===== src/core/ccw_map.svh =====
`ifndef CCW_MAP_SVH
`define CCW_MAP_SVH
// ------------------------------------------------------------
// Cache control word layout
// ------------------------------------------------------------
`define CCW_ON_BIT   31
`define CCW_SQ_BIT   29
`define CCW_KAP_BIT  28
`define CCW_HL_BIT   27
`define CCW_FL_BIT   24
`define CCW_POL_HI   9
`define CCW_POL_LO   8
`define CCW_SG_BIT   5
// Writable bits; all others read as zero
`define CCW_WMASK    32'hb900_0320
// Reset value of the whole word
`define CCW_RESET    32'h0000_0000
// ------------------------------------------------------------
// Sweep geometry
// ------------------------------------------------------------
`define CCW_SETS     128
`define CCW_WAYS     4
`endif


===== src/core/ccw_pkg.sv =====
package ccw_pkg;
  // Region policy encodings
  typedef enum logic [1:0] {
    CCW_POL_WT   = 2'h0,
    CCW_POL_CB   = 2'h1,
    CCW_POL_CIP  = 2'h2,
    CCW_POL_CII  = 2'h3
  } ccw_pol_t;

  // Invalidate-all sequencer states
  typedef enum logic [1:0] {
    CCW_ST_IDLE  = 2'h1,
    CCW_ST_SWEEP = 2'h2
  } ccw_st_t;

  // Decoded control fields
  typedef struct packed {
    logic     cache_on;
    logic     store_queue_on;
    logic     keep_after_push;
    logic     half_lock;
    logic     flush_all_trigger;
    ccw_pol_t default_region_policy;
    logic     default_store_guard;
  } ccw_cfg_t;

  // Register write from one source
  typedef struct packed {
    logic        wr;
    logic [31:0] data;
  } ccw_wr_t;
endpackage


===== src/core/ccw_victim_sel.sv =====
`timescale 1ns/100ps
`include "ccw_map.svh"
// ------------------------------------------------------------
// Allocation way picker
// ------------------------------------------------------------
module ccw_victim_sel
  import ccw_pkg::*;
(
  // Set state
  input  wire logic [3:0] way_valid,
  input  wire logic       half_lock,
  input  wire logic [1:0] rr,
  // Choice
  output logic      [1:0] way,
  output logic            use_rr
);
  // Lowest invalid way (of ways 2/3 only when locked), else counter choice
  always_comb begin
    use_rr = 1'b0;
    way    = 2'h0;
    if (half_lock) begin
      if (!way_valid[2]) begin
        way = 2'h2;
      end else if (!way_valid[3]) begin
        way = 2'h3;
      end else begin
        use_rr = 1'b1;
        way    = rr[1] ? 2'h3 : 2'h2;
      end
    end else begin
      if (!way_valid[0]) begin
        way = 2'h0;
      end else if (!way_valid[1]) begin
        way = 2'h1;
      end else if (!way_valid[2]) begin
        way = 2'h2;
      end else if (!way_valid[3]) begin
        way = 2'h3;
      end else begin
        use_rr = 1'b1;
        way    = rr;
      end
    end
  end
endmodule


===== src/core/ccw_ctrl.sv =====
`timescale 1ns/100ps
`include "ccw_map.svh"
// Overview of operation
// - Reset clears control word, cache content kept
// - Core writes word; debug reads and writes
// - Bit 31 enables cache operation
// - Store queue off: writes go direct
// - Store queue on: imprecise writes queued
// - Inhibited precise writes never queued
// - Keep bit clear: push then invalidate
// - Keep bit set: push, line stays valid
// - Normal: lowest invalid way, else counter
// - Locked: ways 2/3 only, counter high bit
// - Locked ways still take write hits
// - Lock bit may change any time
// - Flush bit sweeps all sets clear
// - Flush bit clears itself when done
// - Accesses stall until sweep completes
// - Bits 9..8 give default region policy
// - Bit 5 blocks default-region writes
module ccw_ctrl
  import ccw_pkg::*;
#(
  parameter int NUM_SETS = `CCW_SETS,
  parameter int SET_W    = $clog2(`CCW_SETS)
) (
  // Clock, reset, enable
  input  wire logic             clk,
  input  wire logic             rst_b,
  input  wire logic             ce,
  // Control-move write from the core
  input  wire ccw_wr_t          mv,
  // Debug access
  input  wire ccw_wr_t          dbg,
  input  wire logic             dbg_rd,
  output logic [31:0]           dbg_rdata,
  output logic                  dbg_rvalid,
  // Decoded fields
  output ccw_cfg_t              cfg,
  // Cache access gate
  input  wire logic             acc_req,
  output logic                  acc_stall,
  output logic                  acc_grant,
  // Write routing
  input  wire logic             wr_req,
  input  wire logic             wr_pol_ovr,
  input  wire ccw_pol_t         wr_pol,
  output logic                  wr_use_sq,
  output logic                  wr_blocked,
  // Line push
  input  wire logic             push_req,
  input  wire logic             push_line_mod,
  output logic                  push_wb,
  output logic                  push_inval,
  // Allocation
  input  wire logic             alloc_req,
  input  wire logic [3:0]       way_valid,
  output logic [1:0]            alloc_way,
  // Invalidate-all sweep
  output logic                  flush_clr,
  output logic [SET_W-1:0]      flush_set
);
  // ----------------------------------------------------------
  // State
  // ----------------------------------------------------------
  logic [31:0]      ctl_q, ctl_d;         // Control word
  ccw_st_t          st_q, st_d;           // Sweep state
  logic [SET_W-1:0] set_q, set_d;         // Sweep index
  logic [1:0]       rr_q, rr_d;           // Round-robin counter
  logic [31:0]      rdat_q, rdat_d;       // Debug read data
  logic             rv_q, rv_d;           // Debug read valid
  logic             sweep_last;           // Last set this cycle
  ccw_wr_t          wsel;                 // Chosen writer
  ccw_pol_t         eff_pol;              // Policy of this write
  logic             use_rr;               // Counter drove choice
  logic [1:0]       pick;                 // Picked way

  localparam logic [SET_W-1:0] LAST_SET = SET_W'(NUM_SETS - 1);

  // ----------------------------------------------------------
  // Control word
  // ----------------------------------------------------------
  // Debug write wins over a same-cycle core write
  always_comb begin
    wsel  = dbg.wr ? dbg : mv;
    ctl_d = ctl_q;
    if (wsel.wr) begin
      ctl_d = wsel.data & `CCW_WMASK;
      // Writing zero never aborts a pending or running sweep
      if (ctl_q[`CCW_FL_BIT]) begin
        ctl_d[`CCW_FL_BIT] = 1'b1;
      end
    end
    // Self clear at sweep end unless a new trigger lands
    if (sweep_last && !(wsel.wr && wsel.data[`CCW_FL_BIT])) begin
      ctl_d[`CCW_FL_BIT] = 1'b0;
    end
  end

  // Register the word
  always_ff @(posedge clk) begin
    if (!rst_b) begin
      ctl_q <= `CCW_RESET;
    end else if (ce) begin
      ctl_q <= ctl_d;
    end
  end

  // Field view of the word
  assign cfg.cache_on              = ctl_q[`CCW_ON_BIT];
  assign cfg.store_queue_on        = ctl_q[`CCW_SQ_BIT];
  assign cfg.keep_after_push       = ctl_q[`CCW_KAP_BIT];
  assign cfg.half_lock             = ctl_q[`CCW_HL_BIT];
  assign cfg.flush_all_trigger     = ctl_q[`CCW_FL_BIT];
  assign cfg.default_region_policy = ccw_pol_t'(ctl_q[`CCW_POL_HI:`CCW_POL_LO]);
  assign cfg.default_store_guard   = ctl_q[`CCW_SG_BIT];

  // ----------------------------------------------------------
  // Debug read port
  // ----------------------------------------------------------
  // Capture word in the request cycle, answer one cycle later
  always_comb begin
    rv_d   = dbg_rd;
    rdat_d = dbg_rd ? ctl_q : rdat_q;
  end

  // Register read data
  always_ff @(posedge clk) begin
    if (!rst_b) begin
      rv_q   <= 1'b0;
      rdat_q <= 32'h0000_0000;
    end else if (ce) begin
      rv_q   <= rv_d;
      rdat_q <= rdat_d;
    end
  end

  assign dbg_rvalid = rv_q;
  assign dbg_rdata  = rdat_q;

  // ----------------------------------------------------------
  // Invalidate-all sweep
  // ----------------------------------------------------------
  assign sweep_last = (st_q == CCW_ST_SWEEP) && (set_q == LAST_SET);

  // Walk every set once, one per cycle
  always_comb begin
    st_d  = st_q;
    set_d = set_q;
    unique case (st_q)
      CCW_ST_IDLE: begin
        if (ctl_q[`CCW_FL_BIT]) begin
          st_d  = CCW_ST_SWEEP;
          set_d = '0;
        end
      end
      CCW_ST_SWEEP: begin
        if (sweep_last) begin
          st_d  = CCW_ST_IDLE;
          set_d = '0;
        end else begin
          set_d = set_q + SET_W'(1);
        end
      end
      default: begin
        st_d  = CCW_ST_IDLE;
        set_d = '0;
      end
    endcase
  end

  // Register sweep state
  always_ff @(posedge clk) begin
    if (!rst_b) begin
      st_q  <= CCW_ST_IDLE;
      set_q <= '0;
    end else if (ce) begin
      st_q  <= st_d;
      set_q <= set_d;
    end
  end

  assign flush_clr = (st_q == CCW_ST_SWEEP);
  assign flush_set = set_q;

  // ----------------------------------------------------------
  // Access gate and write routing
  // ----------------------------------------------------------
  // Any access while the flush bit stands is held
  assign acc_stall = acc_req && ctl_q[`CCW_FL_BIT];
  // Grant covers write hits to any way, locked or not
  assign acc_grant = acc_req && !acc_stall && cfg.cache_on;

  assign eff_pol = wr_pol_ovr ? wr_pol : cfg.default_region_policy;

  // Queue only write-through and imprecise inhibited writes
  always_comb begin
    wr_use_sq = 1'b0;
    if (wr_req && cfg.store_queue_on) begin
      wr_use_sq = (eff_pol == CCW_POL_WT) || (eff_pol == CCW_POL_CII);
    end
  end

  // Default regions refuse writes when guarded
  assign wr_blocked = wr_req && !wr_pol_ovr && cfg.default_store_guard;

  // ----------------------------------------------------------
  // Line push
  // ----------------------------------------------------------
  assign push_wb    = push_req && push_line_mod;
  assign push_inval = push_req && !cfg.keep_after_push;

  // ----------------------------------------------------------
  // Allocation
  // ----------------------------------------------------------
  ccw_victim_sel u_sel (
    .way_valid (way_valid),
    .half_lock (cfg.half_lock),
    .rr        (rr_q),
    .way       (pick),
    .use_rr    (use_rr)
  );

  assign alloc_way = pick;

  // Lock bit is read live, so it may flip between allocations
  always_comb begin
    rr_d = rr_q;
    if (alloc_req && use_rr) begin
      if (cfg.half_lock) begin
        rr_d = {~rr_q[1], rr_q[0]};
      end else begin
        rr_d = rr_q + 2'h1;
      end
    end
  end

  // Register the counter
  always_ff @(posedge clk) begin
    if (!rst_b) begin
      rr_q <= 2'h0;
    end else if (ce) begin
      rr_q <= rr_d;
    end
  end
endmodule


===== config.mk =====
export PLATFORM = sky130hd
export DESIGN_NAME = ccw_ctrl
export DESIGN_NICKNAME = d
export VERILOG_FILES = /design/src/core/ccw_pkg.sv /design/src/core/ccw_victim_sel.sv /design/src/core/ccw_ctrl.sv
export VERILOG_INCLUDE_DIRS = /design/src /design/src/core
export SDC_FILE = /design/constraint.sdc
export NUM_CORES = 1
export LEC_CHECK = 0
export BUFFER_PORTS_ARGS = -buffer_cell sky130_fd_sc_hd__buf_2
export CORE_UTILIZATION = 41
export DETAILED_ROUTE_END_ITERATION = 12
export PLACE_DENSITY = 0.86
export SYNTH_ARGS = -nofsm -noshare
export SYNTH_HDL_FRONTEND = slang
export SYNTH_SLANG_ARGS = --single-unit

===== constraint.sdc =====
create_clock -name clk -period 3.5 [get_ports clk]
set_input_delay 0.175 -clock clk [delete_from_list [all_inputs] [get_ports clk]]
set_output_delay 0.175 -clock clk [all_outputs]
set_load 0.02 [all_outputs]

==> reports/metrics.csv <==
stage,metric,value,unit
power_and_ir_drop,total power per unit cell area,396,nW/um^2
logic_synthesis,synth cell count leaders,"dfxtp_1 (28), buf_4 (26), nand2_1 (18)",
setup_path,critical path peak fanout,13,
setup_path,Critical-path top delay cell,or4_1,
status,status,"complete, no violations",
sta,setup violators final,0,
die,Row Count,22,
logic_synthesis,number of synthesized flops with an enable pin,0,
setup_path,CP endpoint kind,flop,
logic_synthesis,Area contributors post-synth,"dfxtp_1 (36%), buf_4 (12%), mux2i_1 (4.5%)",
setup_path,cell family with most CP delay,simple AND/OR/NAND/NOR gates,
logic_synthesis,leading area contributor after synthesis,dfxtp_1,
power_and_ir_drop,Pwr Total,0.000748,W
min_path,WHS Path Cells,2,
power_and_ir_drop,Max rail drop VDD,0.209,mV
power_and_ir_drop,clock network power share,34.2,%
power_and_ir_drop,NetSw,0.000214,W
place,PortBufs,66,
die,I/O pin cnt,139,
die,die area,4090,um^2
cts,post-CTS setup buffers,0,
detailed_routing,Vias per Instance,5.00,
logic_synthesis,synth warn,0,
cts,H-Tree Depth,1,
die,core area,3660,um^2
place,post-DP HPWL,2590,um
detailed_routing,number of detailed-route iterations in the first pass,6,
place,routability cong.,0.842,
logic_synthesis,top-area cell type share of the netlist area,35.6,%
cells_and_area,FILL cells,361,
sta,crit share post-route,46.5,%
power_and_ir_drop,combinational power share,19.6,%
die,Die Span X,64.0,um
setup_path,CP peak stage delay,0.50,ns
sta,final hold violation count,0,
setup_path,critical path depth,4,
cells_and_area,Nets,332,
sta,fmax,615,MHz
cts,CTS tree,yes,
place,dpl ws,1.89,ns
die,Die Y,64.0,um
cts,clk sinks,28,
logic_synthesis,cell with the most instances after synthesis,dfxtp_1,
power_and_ir_drop,Internal,0.000534,W
cts,CTS Hold Bufs,0,
detailed_routing,"wirelength, routed",3410,um
logic_synthesis,Mapped Cells,189,
setup_path,crit path cell chain,"nor3b_1, buf_4, or4_1, a221oi_1",
logic_synthesis,Syn Std Cell Area,1570,um^2
setup_path,CP Buf/Inv Count,1,
cts,CTS root buf,clkbuf_8,
sta,post-layout min period,1.63,ns
logic_synthesis,Synth Register Bits,28,
detailed_routing,vias post-DR,1480,
grt,grt total ovfl,0,
cells_and_area,area growth from synthesis to final layout,20.0,%
setup_path,crit start category,flop,
flow_run,total of max-cap violations,0,
detailed_routing,post-DR wirelength/cell,11.5,um
logic_synthesis,sequential element share of the synthesized area,35.6,%
sta,RSZ-0062 raised after global routing,no,
die,Starting Density,43.0,%
setup_path,reg2reg path depth,4,
cts,clock slew at reported path FFs,0.09,ns
sta,Slew @ Worst Pin,0.694,ns
min_path,Hold Path Class,in2reg,
detailed_routing,Post-DRT Antenna Nets,0,
cts,clk_lat worst skew,0.28,ns
sta,Clock Skews,0.00570,ns
power_and_ir_drop,sequential fraction of design power,46.2,%
setup_path,CP Class,reg2reg,
cts,post-CTS sizing,0,
detailed_routing,number of remaining DRC errors,0,
grt,global-route wire length before repair,5640,um
grt,initial antenna violation count,0,
cts,maximum clock path buffer count,2,
cells_and_area,final core occ,51.6,%
cells_and_area,layout cells sized above 1,31.0,%
sta,setup TNS,0,ns
grt,total track usage,17.2,%
cts,CTS Buf Count,3,
logic_synthesis,"FFs w/ async S/R, synth",0,%
logic_synthesis,Synth cell types,42,
cells_and_area,Ant. Diodes,0,
logic_synthesis,Synth Flop Type,dfxtp_1,
detailed_routing,Initial DRC Count,57,
setup_path,Worst Path Arrival,1.80,ns
setup_path,Required @ worst endpoint,3.67,ns
logic_synthesis,Avg Inst Size Synth,8.33,um^2
power_and_ir_drop,switching share of power,28.6,%
grt,via count of the first global-routing pass,1306,
power_and_ir_drop,Static Leak,0.868,nW
sta,Setup WS post-layout,1.87,ns
sta,Slew Limit Fails,0,
sta,max_slew headroom,53.5,%
grt,largest net degree at the start of global routing,27,
area by class of cell:
type	instances	area [um^2]	share of cell area [%]
clock buffers	3	41.3	2.19
well taps	48	60.1	3.18
flip-flops and latches	28	561	29.7
inverters	5	18.8	0.993
clock inverters	1	30.0	1.59
repair buffers	67	338	17.9
multi-input cells	144	841	44.5
cells in the final DEF, fill, tap and decap left out, types with 4 or more instances in the layout:
cell	synthesis	layout
dfxtp_1	28	28
o21ai_0	5	5
conb_1	1	24
nand3_1	11	11
a211oi_1	8	8
a221oi_1	5	5
mux2i_1	7	7
nor2_1	12	12
buf_2	3	66
o31ai_1	7	7
a21oi_1	13	13
or4_1	4	4
nand2_1	18	18
kinds of logic (layout without fill, tap and decap cells):
family                   count (synthesis)  count (layout)  share of synthesized area [%]
AO/OA/AOI/OAI                           46              46                           20.0
XOR/XNOR                                 2               2                           1.11
adder cells (fa/ha/maj)                  1               1                          0.795
buffers and inverters                   40              76                           16.5
flip-flops                              28              28                           35.6
multiplexers                             8               8                           5.17
other                                    1              24                          0.238
AND/OR/NAND/NOR                         63              63                           20.7
routing by layer:
metal	track usage [%]	vias to the layer above	routed length, um
li1	-	752	-
met4	4.55	0	24
met3	3.04	5	187
met1	21.1	662	1570
met5	0	-	0
met2	30.5	61	1620
registers in the layout (all words and copies together) (netlist names):
signal      cells
ctl_q           8
dbg_rdata       8
flush_set       7
rr_q            2
st_q            2
dbg_rvalid      1
power groups by stage:
stage,Sequential [W],Clock (W),Combinational [W]
after global routing,0.000348,0.000273,0.000161
after floorplan,0.000362,0,0.000113
after global placement,0.000353,0,0.000143
after detailed placement,0.000353,0,0.000146
after CTS,0.000346,0.000261,0.000147
final,0.000346,0.000256,0.000146
per-stage QoR:
step	hold slack (ns)	cells	cell area [um^2]
after floorplan	0.251	212	1660
after global placement	0.395	292	1820
after detailed placement	0.397	292	1820
after CTS	0.110	296	1890
after global routing	0.127	296	1890
final	0.110	296	1890
path summary, 6_finish.rpt:
kind / from / end / slack, ns
worst max-delay path: ctl_q[24] / flush_set[5] / 1.87
worst min-delay path: rst_b / st_q[0] / 0.11
worst max register to register: ctl_q[24] / flush_set[5] / 1.87
worst min register to register: dbg_rdata[27] / dbg_rdata[27] / 0.46
No activity file was read; power rests on OpenSTA's default activity.
